## config.mk

```make
export PLATFORM = sky130hd
export DESIGN_NAME = bscl_ctrl
export DESIGN_NICKNAME = d
export VERILOG_FILES = /design/src/rtl/bscl_ctrl.v /design/src/rtl/bscl_rate_limit.v /design/src/rtl/bscl_sync2.v
export VERILOG_INCLUDE_DIRS = /design/src /design/src/rtl
export SDC_FILE = /design/constraint.sdc
export NUM_CORES = 1
export LEC_CHECK = 0
export BUFFER_PORTS_ARGS = -buffer_cell sky130_fd_sc_hd__buf_2
export CORE_MARGIN = 4
export CORE_UTILIZATION = 40
export DETAILED_ROUTE_END_ITERATION = 6
export SLEW_MARGIN = 10
export SYNTH_ARGS = -nofsm -noshare
export SYNTH_HDL_FRONTEND = slang
export SYNTH_SLANG_ARGS = --single-unit
```

## constraint.sdc

```tcl
create_clock -name i_sys_clk -period 280.3 [get_ports i_sys_clk]
set_input_delay 56.06 -clock i_sys_clk [delete_from_list [all_inputs] [get_ports i_sys_clk]]
set_output_delay 56.06 -clock i_sys_clk [all_outputs]
set_load 0.02 [all_outputs]
```

## src/rtl/bscl_defs.vh

```
// bscl_defs.vh: constants for the speed command and lock fault block
// assumes plain verilog-2005 users include it by bare name
// Function
// - serial serial_speed_select bit set selects speed command from written serial values
// - while serial_speed_select is active the speed pin input is ignored
// - nine-bit command sets peak amplitude, 0x1FF is maximum
// - writing the upper bit only stores it, active command unchanged
// - writing low byte updates command with stored upper bit; upper first
// - applied command change rate limited in closed loop by 3-bit field
// - 2-bit coefficient attenuates current feedback used by closed loop
// - advance mode 0 gives constant advance equal to setting
// - advance mode 1 scales setting by (amplitude minus bemf) over amplitude
// - setting is 2.5 us times mantissa shifted left by exponent
// - accel limit caps voltage at threshold times resistance plus speed term
// - accel limit keeps motor running with no fault and no stop
// - accel limit acts only in closed loop
// - lock current limit trip stops drive, enters lock, reports rotation error
// - phase overcurrent stops drive until indication clears, never disabled
// - six-bit enable field disables each lock scheme and no-motor check
// - any lock condition sets the motor locked status flag
// - fault cause bits show which condition occurred, cleared on restart; the code reloads them with the raw conditions present at restart
// - fault cause bits set even when that scheme is disabled
// - lock or no-motor puts drivers in high impedance with anti-surge
// - after fault high impedance, restart attempted after lock-off wait
// - lock current limit trips when low-side current exceeds 3-bit threshold
`ifndef BSCL_DEFS_VH
`define BSCL_DEFS_VH
`define BSCL_SPD_W          9
`define BSCL_SPD_MAX        9'h1FF
`define BSCL_SPD_RST        9'h000
`define BSCL_ADV_MANT_LSB   0
`define BSCL_ADV_EXP_LSB    4
`define BSCL_ADV_UNIT_NS    2500
`define BSCL_CLK_NS         20
`define BSCL_LOCK_OFF_MS    5000
`define BSCL_RATE_BASE_CYC  64
`define BSCL_SURGE_CYC      16
`endif

```

## src/rtl/bscl_ctrl.v

```verilog
// bscl_ctrl.v: speed command, advance timing, current limit, lock faults
// assumes register writes arrive as one-cycle strobes from the serial slave
// and that analog quantities arrive as digital codes from the front end
`include "bscl_defs.vh"
module bscl_ctrl #(
	parameter LOCK_OFF_CYC = `BSCL_LOCK_OFF_MS * (1000000 / `BSCL_CLK_NS),
	parameter NLOCK        = 6
) (
	// clock and reset
	input  wire        i_sys_clk,
	input  wire        i_srst,
	// register writes from the serial slave
	input  wire        i_wr_low,
	input  wire        i_wr_high,
	input  wire [7:0]  i_wr_data,
	input  wire        i_serial_speed_select,
	input  wire [2:0]  i_closed_loop_rate_limit,
	input  wire [1:0]  i_feedback_attenuation,
	input  wire        i_advance_mode_select,
	input  wire [6:0]  i_advance_time_setting,
	input  wire [3:0]  i_accel_current_threshold,
	input  wire [6:0]  i_phase_resistance_setting,
	input  wire [6:0]  i_bemf_constant,
	input  wire [5:0]  i_lock_scheme_enables,
	input  wire [2:0]  i_lock_current_threshold,
	// motor side, outside the clock domain
	input  wire [8:0]  i_speed_pin_cmd,
	input  wire        i_closed_loop,
	input  wire [7:0]  i_speed_est,
	input  wire [8:0]  i_bemf_amp,
	input  wire [9:0]  i_current_fb,
	input  wire [7:0]  i_lowside_current,
	input  wire [5:0]  i_lock_detect,
	input  wire        i_overcurrent,
	// register read back
	output reg  [7:0]  o_speed_command_low,
	output reg  [7:0]  o_speed_command_high,
	output reg         o_motor_locked_flag,
	output reg  [5:0]  o_fault_cause_register,
	// bridge side
	output reg  [8:0]  o_amplitude,
	output reg  [9:0]  o_fb_scaled,
	output reg  [15:0] o_advance_ns,
	output reg         o_drive_en,
	output reg         o_anti_surge_process,
	output reg         o_restart
);
	////////////////////////////////////////////////////////////////////////
	localparam ST_RUN  = 2'd0;
	localparam ST_HIZ  = 2'd1;
	localparam ST_WAIT = 2'd2;
	localparam ST_RST  = 2'd3;
	localparam [15:0] ADV_UNIT = `BSCL_ADV_UNIT_NS;
	localparam [31:0] WAIT_MAX = LOCK_OFF_CYC;
	localparam [4:0]  SURGE_LEN = `BSCL_SURGE_CYC;
	localparam [15:0] RATE_BASE = `BSCL_RATE_BASE_CYC;

	function [15:0] adv_ns;
		input [6:0] cfg;
		begin
			// settings above 65.5 us wrap: the port is only 16 bits wide
			adv_ns = (ADV_UNIT * {12'h000, cfg[3:0]}) << cfg[6:4];
		end
	endfunction

	////////////////////////////////////////////////////////////////////////
	wire [8:0] pin_s;
	wire       cl_s;
	wire [7:0] spd_s;
	wire [8:0] bemf_s;
	wire [9:0] fb_s;
	wire [7:0] ls_s;
	wire [5:0] lk_s;
	wire       oc_s;
	bscl_sync2 #(.W(52)) u_sync (
		.i_sys_clk (i_sys_clk),
		.i_async   ({i_speed_pin_cmd, i_closed_loop, i_speed_est, i_bemf_amp,
		             i_current_fb, i_lowside_current, i_lock_detect,
		             i_overcurrent}),
		.o_sync    ({pin_s, cl_s, spd_s, bemf_s, fb_s, ls_s, lk_s, oc_s})
	);

	////////////////////////////////////////////////////////////////////////
	// speed command registers
	reg       hi_store_r;
	reg [8:0] serial_cmd_r;
	always @(posedge i_sys_clk) begin
		if (i_srst) begin
			hi_store_r   <= 1'b0;
			serial_cmd_r <= `BSCL_SPD_RST;
			o_speed_command_low  <= 8'h00;
			o_speed_command_high <= 8'h00;
		end else begin
			if (i_wr_high) begin
				hi_store_r <= i_wr_data[0]; // held only
				o_speed_command_high <= {7'h00, i_wr_data[0]};
			end
			if (i_wr_low) begin
				serial_cmd_r <= {hi_store_r, i_wr_data};
				o_speed_command_low <= i_wr_data;
			end
		end
	end

	// pin is not looked at while serial_speed_select is set
	wire [8:0] cmd_target = i_serial_speed_select ? serial_cmd_r : pin_s;

	// rate step enable divider; code 0 is fastest
	reg [15:0] rate_cnt_r;
	wire [15:0] rate_top = RATE_BASE << i_closed_loop_rate_limit;
	wire rate_step = (rate_cnt_r >= rate_top - 16'h0001);
	always @(posedge i_sys_clk) begin
		if (i_srst || rate_step)
			rate_cnt_r <= 16'h0000;
		else
			rate_cnt_r <= rate_cnt_r + 16'h0001;
	end

	wire [8:0] applied;
	bscl_rate_limit #(.W(`BSCL_SPD_W)) u_rate (
		.i_sys_clk (i_sys_clk),
		.i_srst    (i_srst),
		.i_step_en (rate_step),
		.i_bypass  (~cl_s), // limit applies only in closed loop
		.i_target  (cmd_target),
		.o_applied (applied)
	);

	////////////////////////////////////////////////////////////////////////
	// acceleration current limit: no current measured
	wire [17:0] u_limit = {11'h000, i_accel_current_threshold, 3'h0}
	                      * {11'h000, i_phase_resistance_setting}
	                      + {3'h0, spd_s} * {8'h00, i_bemf_constant} >> 4;
	wire        lim_hit = cl_s && ({9'h000, applied} > u_limit);
	// full scale is 0x1FF limiting is no fault
	wire [8:0]  amp_nxt = lim_hit ? u_limit[8:0] : applied;

	// advance time: mode 1 scales by (u - bemf)/u
	wire [15:0] t_set = adv_ns(i_advance_time_setting);
	wire [8:0]  margin = (amp_nxt > bemf_s) ? amp_nxt - bemf_s : 9'h000;
	wire [24:0] scaled = t_set * margin;
	wire [24:0] quot   = scaled / {16'h0000, amp_nxt};
	wire [15:0] adv_nxt = !i_advance_mode_select ? t_set :
	                      (amp_nxt == 9'h000) ? 16'h0000 :
	                      quot[15:0];

	////////////////////////////////////////////////////////////////////////
	// fault handling
	reg [1:0]  st_r;
	reg [31:0] wait_r;
	reg [4:0]  surge_r;
	// scheme 0 derives from low-side current threshold
	wire [5:0] raw = {lk_s[5:1],
	                  ls_s > {i_lock_current_threshold, 5'h1F}};
	wire       trip = |(raw & i_lock_scheme_enables);
	always @(posedge i_sys_clk) begin
		if (i_srst) begin
			st_r    <= ST_RUN;
			wait_r  <= 32'h0;
			surge_r <= 5'h00;
			o_motor_locked_flag    <= 1'b0;
			o_fault_cause_register <= 6'h00;
			o_restart <= 1'b0;
		end else begin
			o_restart <= 1'b0;
			// cause recorded even when disabled
			o_fault_cause_register <= o_fault_cause_register | raw;
			case (st_r)
			ST_RUN: begin
				if (trip) begin
					st_r <= ST_HIZ; // enter lock
					o_motor_locked_flag <= 1'b1;
					surge_r <= SURGE_LEN;
				end
			end
			ST_HIZ: begin
				if (surge_r == 5'h00) begin
					st_r   <= ST_WAIT;
					wait_r <= 32'h0;
				end else
					surge_r <= surge_r - 5'h01;
			end
			ST_WAIT: begin
				if (wait_r >= WAIT_MAX - 32'h1)
					st_r <= ST_RST;
				else
					wait_r <= wait_r + 32'h1;
			end
			ST_RST: begin
				st_r <= ST_RUN;
				o_restart <= 1'b1;
				o_motor_locked_flag <= 1'b0;
				o_fault_cause_register <= raw; // reloaded with the current raw conditions on restart
			end
			default: st_r <= ST_RUN;
			endcase
		end
	end

	////////////////////////////////////////////////////////////////////////
	always @(posedge i_sys_clk) begin
		if (i_srst) begin
			o_amplitude  <= 9'h000;
			o_fb_scaled  <= 10'h000;
			o_advance_ns <= 16'h0000;
			o_drive_en   <= 1'b0;
			o_anti_surge_process <= 1'b0;
		end else begin
			o_amplitude  <= amp_nxt;
			o_fb_scaled  <= fb_s >> i_feedback_attenuation;
			o_advance_ns <= adv_nxt;
			// overcurrent gates drive until it clears
			o_drive_en   <= (st_r == ST_RUN) && !trip && !oc_s;
			o_anti_surge_process <= (st_r == ST_HIZ) ||
			                        (st_r == ST_RUN && trip);
		end
	end
endmodule // bscl_ctrl

```

## src/rtl/bscl_rate_limit.v

```verilog
// bscl_rate_limit.v: steps an applied command toward a target
// assumes a one-cycle step enable from the caller's divider
`include "bscl_defs.vh"
module bscl_rate_limit #(
	parameter W = 9
) (
	// clock and reset
	input  wire         i_sys_clk,
	input  wire         i_srst,
	// control
	input  wire         i_step_en,
	input  wire         i_bypass,
	input  wire [W-1:0] i_target,
	// result
	output reg  [W-1:0] o_applied
);
	always @(posedge i_sys_clk) begin
		if (i_srst) begin
			o_applied <= {W{1'b0}};
		end else if (i_bypass) begin
			o_applied <= i_target;
		end else if (i_step_en) begin
			// one lsb per enable bounds the slope
			if (o_applied < i_target)
				o_applied <= o_applied + {{(W-1){1'b0}}, 1'b1};
			else if (o_applied > i_target)
				o_applied <= o_applied - {{(W-1){1'b0}}, 1'b1};
		end
	end
endmodule // bscl_rate_limit

```

## src/rtl/bscl_sync2.v

```verilog
// bscl_sync2.v: two-flop synchroniser for a bus of levels
// assumes inputs come from outside the clock domain
module bscl_sync2 #(
	parameter W = 1
) (
	// clock
	input  wire         i_sys_clk,
	// data
	input  wire [W-1:0] i_async,
	output reg  [W-1:0] o_sync
);
	reg [W-1:0] meta_r;
	always @(posedge i_sys_clk) begin
		meta_r <= i_async;
		o_sync <= meta_r;
	end
endmodule // bscl_sync2

```

### Word level (Yosys, flattened, before mapping)

Cells that the tools add are included.

| operators by class | value |
|---|---|
| div/mod/pow operators | 1 |
| bitwise logic cells | 2 |
| shift-type cells | 3 |
| add/sub/neg operators | 8 |
| order comparisons | 7 |
| multipliers | 4 |
| multiplexer cells | 23 |
| equal/unequal tests | 10 |
| reductions and logical operators | 20 |

Operators with widths:

| cell | number |
|---|---|
| $mux 32 | 2 |
| $pmux 32 s2 | 1 |
| $mux 9 | 7 |
| $add 32x1->32 const B | 1 |
| $ge 32x28->1 const B | 1 |
| $mux 16 | 2 |
| $div 25x9->25 | 1 |
| $mul 16x9->25 | 1 |
| $gt 9x9->1 | 2 |
| $add 14x15->16 | 1 |
| $add 16x1->16 const B | 1 |
| $ge 16x16->1 | 1 |
| $shl 16x3->16 | 1 |
| $shl 7x3->16 const A | 1 |
| $sub 16x1->16 const B | 1 |
| $mul 8x7->15 | 1 |
| $mul 10x4->14 const A | 1 |
| $gt 9x12->1 | 1 |
| $ne 2x2->1 const B | 6 |
| $mul 4x7->11 | 1 |
| $mux 5 | 2 |
| $pmux 5 s2 | 1 |
| $shr 10x2->10 | 1 |
| $add 9x1->9 const B | 1 |
| 25 further kinds | 39 |

| storage, ports and cells | value |
|---|---|
| input port bits | 105 |
| register bits | 231 |

### Logic depth before layout (Yosys ltp)

| depth | value |
|---|---|
| depth in word-level cells | 11 |
| gate-level depth with buffers | 407 |
| depth with buffers taken out | 381 |

### Modules after synthesis

Synthesis repeated with hierarchy kept, for this count alone.

| second synthesis, totals | value |
|---|---|
| cells, all modules | 3625 |
| area total of the unflattened synthesis | 28900.2 µm² |

By module, submodules not included:

| module | area each (µm²) | times used | cells each | seq. area each (µm²) |
|---|---|---|---|---|
| bscl_ctrl | 25813.5 | 1 | 3404 | 2202.1 |
| bscl_sync2 | 2082.0 | 1 | 104 | 2082.0 |
| bscl_rate_limit | 1004.7 | 1 | 117 | 180.2 |

### Worst setup path after synthesis

OpenSTA, ideal clock, no wires.

| path | value |
|---|---|
| path type | in2reg |
| start point | input i_phase_resistance_setting[0] |
| end point | register o_advance_ns[0] |
| setup slack | 147.787 ns |
| library setup time | 0.122 ns |
| stages on the path | 389 |
| buffers on the path | 30 |
| arrival time | 132.391 ns |
| cells stage by stage | nand2_1 > fa_1 > inv_1 > fa_1 > fa_1 > xor2_1 > fa_1 > inv_1 > fa_1 > fa_1 > inv_1 > ha_1 > a21o_1 > a21oi_2 > a21oi_1 > o21a_1 > or2_2 > ha_1 > (+353 left out) > mux2i_1 > ha_1 > a21oi_1 > nor2b_1 > o21ai_0 > nand2b_1 > a21oi_1 > nor2b_1 > o21ai_0 > nand2b_1 > a21oi_1 > o41ai_1 > a21oi_1 > and3b_1 > nand4b_1 > a2111oi_4 > a41oi_1 > a311o_1 |

| on the way | value |
|---|---|
| longest elaborated chain between the ends | 11 |
| elaborated cells between the ends (all ways) | 13 |

RTL lines:

| element | line | source |
|---|---|---|
| start, declared | bscl_ctrl.v:22 | `input wire [6:0] i_phase_resistance_setting,` |
| $mul 4x7->11 (*) | bscl_ctrl.v:132 | `* {11'h000, i_phase_resistance_setting}` |
| $add 14x15->16 (*) | bscl_ctrl.v:133 | `+ {3'h0, spd_s} * {8'h00, i_bemf_constant} >> 4;` |
| $gt 9x12->1 | bscl_ctrl.v:134 | `wire lim_hit = cl_s && ({9'h000, applied} > u_limit);` |
| $logic_and 1x1->1 | bscl_ctrl.v:134 |  |
| $mux 9 (*) | bscl_ctrl.v:136 | `wire [8:0] amp_nxt = lim_hit ? u_limit[8:0] : applied;` |
| named net amp_nxt[1] | bscl_ctrl.v:136 |  |
| $sub 9x9->9 / $gt 9x9->1 (equally long branches) | bscl_ctrl.v:140 | `wire [8:0] margin = (amp_nxt > bemf_s) ? amp_nxt - bemf_s : 9'h000;` |
| $mux 9 | bscl_ctrl.v:140 |  |
| $mul 16x9->25 | bscl_ctrl.v:141 | `wire [24:0] scaled = t_set * margin;` |
| $div 25x9->25 | bscl_ctrl.v:142 | `wire [24:0] quot = scaled / {16'h0000, amp_nxt};` |
| $mux 16 (*) | bscl_ctrl.v:144 | `(amp_nxt == 9'h000) ? 16'h0000 :` |
| $mux 16 (*) | bscl_ctrl.v:143 | `wire [15:0] adv_nxt = !i_advance_mode_select ? t_set :` |
| end signal, assigned | bscl_ctrl.v:211 | `o_advance_ns <= adv_nxt;` |
| end, declared | bscl_ctrl.v:43 | `output reg [15:0] o_advance_ns,` |

The timed path passes the listed nets; every way through them passes the cells marked *.
A chain may end at the register's enable or synchronous reset.

### Worst setup path in the final report

| path | value |
|---|---|
| start point | input i_accel_current_threshold[3] |
| end point | register o_advance_ns[0] |

| on the way | value |
|---|---|
| longest elaborated chain between the ends | 11 |
| elaborated cells between the ends (all ways) | 13 |

RTL lines:

| element | line | source |
|---|---|---|
| start, declared | bscl_ctrl.v:21 | `input wire [3:0] i_accel_current_threshold,` |
| $mul 4x7->11 (*) | bscl_ctrl.v:132 |  |
| $add 14x15->16 (*) | bscl_ctrl.v:133 |  |
| $gt 9x12->1 (*) | bscl_ctrl.v:134 |  |
| $logic_and 1x1->1 (*) | bscl_ctrl.v:134 |  |
| $mux 9 (*) | bscl_ctrl.v:136 |  |
| named net amp_nxt[1] | bscl_ctrl.v:136 |  |
| $sub 9x9->9 / $gt 9x9->1 (equally long branches) | bscl_ctrl.v:140 |  |
| $mux 9 | bscl_ctrl.v:140 |  |
| $mul 16x9->25 | bscl_ctrl.v:141 |  |
| $div 25x9->25 | bscl_ctrl.v:142 |  |
| $mux 16 (*) | bscl_ctrl.v:144 |  |
| $mux 16 (*) | bscl_ctrl.v:143 |  |

Marks and branches as above.

==> flow_metrics.py <==
metrics = {
    "status": {
        "status": "finished clean",
    },
    "logic_synthesis": {
        "ys_top_cells_by_area": "dfxtp_1, ha_1, fa_1",
        "synth_top_area_cell": "dfxtp_1",
        "postSynthCellCount": 3640,
        "ys.flop_type": "dfxtp_1",
        "async_flop_share_pct": 0,
        "ys_warn_count": 0,
        "synth.top_cells.by_count": "nor2_1, ha_1, nand2_1",
        "synth_seq_cells": 221,
        "synth_edf_count": 0,
        "syn-cell-area_sq_mm": 0.0292,
        "synth.most_common_cell": "nor2_1",
        "synth.avg_cell_area_sq_um": 8.01,
        "synth_top_area_share_pct": 15.2,
        "yosysSeqAreaShare_pct": 15.2,
        "ys_types": 127,
    },
    "global_routing": {
        "antenna_found_initial": 1,
        "overflow": 0,
        "grt_usage_pct": 19.2,
        "grt_pass1_vias": 25300,
        "grt_max_degree": 60,
        "grt_pass1_wl_um": 127000,
    },
    "final_layout": {
        "area.growth.synth_to_final_pct": 9.45,
        "drive_above_1_share_pct": 11.1,
        "stdcell_area_sq_mm": 0.0319,
        "finalNetCount": 4342,
    },
    "min_path": {
        "min_from": "u_sync.meta_r[27]",
        "worstHoldPathCells": 0,
        "min_to": "u_sync.o_sync[27]",
        "hold_path_class": "reg -> reg",
    },
    "route": {
        "wl_um": 75900,
        "wl_met3_um": 3970,
        "top_layer_used": "met4",
        "drc": 0,
        "drt-wirelength-per-cell_um": 16.1,
        "vias": 26000,
        "met1_length_um": 37100,
        "wl_met2_um": 33200,
        "viasPerCell": 5.50,
        "ant_nets": 0,
        "first_pass_iters": 5,
        "dr.first_iter.drc_count": 1363,
    },
    "clock_tree": {
        "h-tree-depth": 1,
        "hold_buffers": 0,
        "post-cts-setup-buffers": 0,
        "cts_buffer_depth": 3,
        "cts_tree": "yes",
        "root_buffer": "clkbuf_16",
        "postCtsResizedCells": 0,
        "clkSlewWorstSetupHoldPaths_ns": 0.08,
        "insertion_delay_ns": 0.61,
        "cts_made_buffers": 29,
        "cts.sinks": 221,
    },
    "critical_path": {
        "r2r_end": "o_advance_ns[0]",
        "crit_arrival_ns": 142.15,
        "max_stage_delay_ns": 0.92,
        "cp_data_required_time_ns": 280.77,
        "r2r_slack_ns": 194.81,
        "worstReg2RegStart": "u_sync.o_sync[35]",
        "crit_fanout": 20,
        "path_class": "in -> reg",
        "setup.worst_path.end_class": "flip-flop",
        "r2r.worst_path.cells": 363,
        "cp_slowest_cell": "or4b_1",
        "start_kind": "input port",
        "critical_path.most_common_cell": "o21a_1",
    },
    "sta": {
        "setup-violations-final": 0,
        "tightest_slew_ns": 1.10,
        "hold_viol": 0,
        "fmax_mhz": 7.06,
        "slew_violations": 0,
        "min_period_ns": 141.68,
        "fin_crit_sh_pct": 50.5,
        "rsz0062_at_grt": "no",
        "whs_ns": 0.296,
        "clock_skew_ns": 0.0302,
        "slew_headroom_pct": 26.8,
        "setup_tns_ns": 0,
    },
    "die": {
        "die_x_um": 278,
        "die_h_um": 278,
        "initial_core_util_pct": 40.6,
        "core-area_sq_mm": 0.0719,
        "die_area_sq_mm": 0.0773,
        "ioPinCount": 166,
        "fp-row-count": 98,
    },
    "placed_design": {
        "portBuffers": 157,
        "place_area_sq_mm": 0.0309,
        "dpl.hpwl_um": 60600,
        "gp_congestion": 0.870,
    },
    "job": {
        "max-cap-violations": 0,
    },
}
==> worst max-delay path, delay by kind of cell <==
family                   cells  cell delay (ns)
AO/OA/AOI/OAI              195            43.01
AND/OR/NAND/NOR             98            23.11
adder cells (fa/ha/maj)     39            13.94
buffers and inverters       26             3.10
multiplexers                 8             2.54
XOR/XNOR                     1             0.19
==> per-layer routing <==
| metal | up-vias | global-route usage (%) |
|---|---|---|
| met5 | - | 0 |
| met4 | 0 | 4.13 |
| met3 | 81 | 3.05 |
| met2 | 490 | 31.1 |
| met1 | 12100 | 27.0 |
| li1 | 13300 | - |
==> final cells by class <==
class / count / area, sq um
fillers: 7330 / 39900
clock buffers: 35 / 778
multi-input cells: 3020 / 23200
well taps: 950 / 1190
inverters: 294 / 1100
clock inverters: 17 / 228
repair buffers: 184 / 988
diodes: 1 / 2.50
flip-flops and latches: 221 / 4420
==> flip-flops by register name (all words and copies together) (netlist names) <==
signal / count
u_rate.o_applied: 9
o_anti_surge_process: 1
rate_cnt_r: 16
o_amplitude: 9
o_fault_cause_register: 6
u_sync.o_sync: 51
o_restart: 1
o_speed_command_low: 7
o_drive_en: 1
wait_r: 32
o_advance_ns: 16
serial_cmd_r: 2
u_sync.meta_r: 51
o_motor_locked_flag: 1
o_fb_scaled: 10
surge_r: 5
st_r: 2
o_speed_command_high: 1
==> through the flow <==
step                      setup WS (ns)  std cells  util (%)
after CTS                        138.98       4721      44.4
after global routing             130.79       4721      44.4
after global placement           138.91       4669      43.0
after detailed placement         138.65       4669      43.0
after floorplan                  147.79       3647         -
final                            138.63       4722      44.4
==> worst max path at each step <==
| stage | from | to | cells after the start |
|---|---|---|---|
| final | i_accel_current_threshold[3] | o_advance_ns[0] | 367 |
| after global routing | i_accel_current_threshold[3] | o_advance_ns[0] | 368 |
| after CTS | i_accel_current_threshold[3] | o_advance_ns[0] | 364 |
| after detailed placement | i_accel_current_threshold[3] | o_advance_ns[0] | 364 |
| after global placement | i_accel_current_threshold[3] | o_advance_ns[0] | 363 |
| after floorplan | i_phase_resistance_setting[0] | o_advance_ns[0] | 389 |
==> cells in the final DEF, fill, tap and decap left out, types with 124 or more instances in the layout <==
master / count
nor2_1: 395
ha_1: 346
nand2_1: 293
inv_1: 292
dfxtp_1: 221
a21oi_1: 173
buf_2: 157
nor3_1: 148
fa_1: 141
o21a_1: 124
==> logic make-up (layout without fill, tap and decap cells) <==
kind of cell    count (synthesis)  count (layout)  synth area share [%]
mux                           116             116                  4.55
flops                         221             221                  15.2
compound gates                898             898                  22.0
buf+inv                       406             530                  5.61
fa+ha+maj                     487             487                  24.5
simple gates                 1337            1337                  22.9
xor+xnor                      173             173                  5.22
other cells                     2              10                0.0258
Power is not shown: default switching activity piles up to over one toggle a cycle in this logic, so the estimate is an artifact.
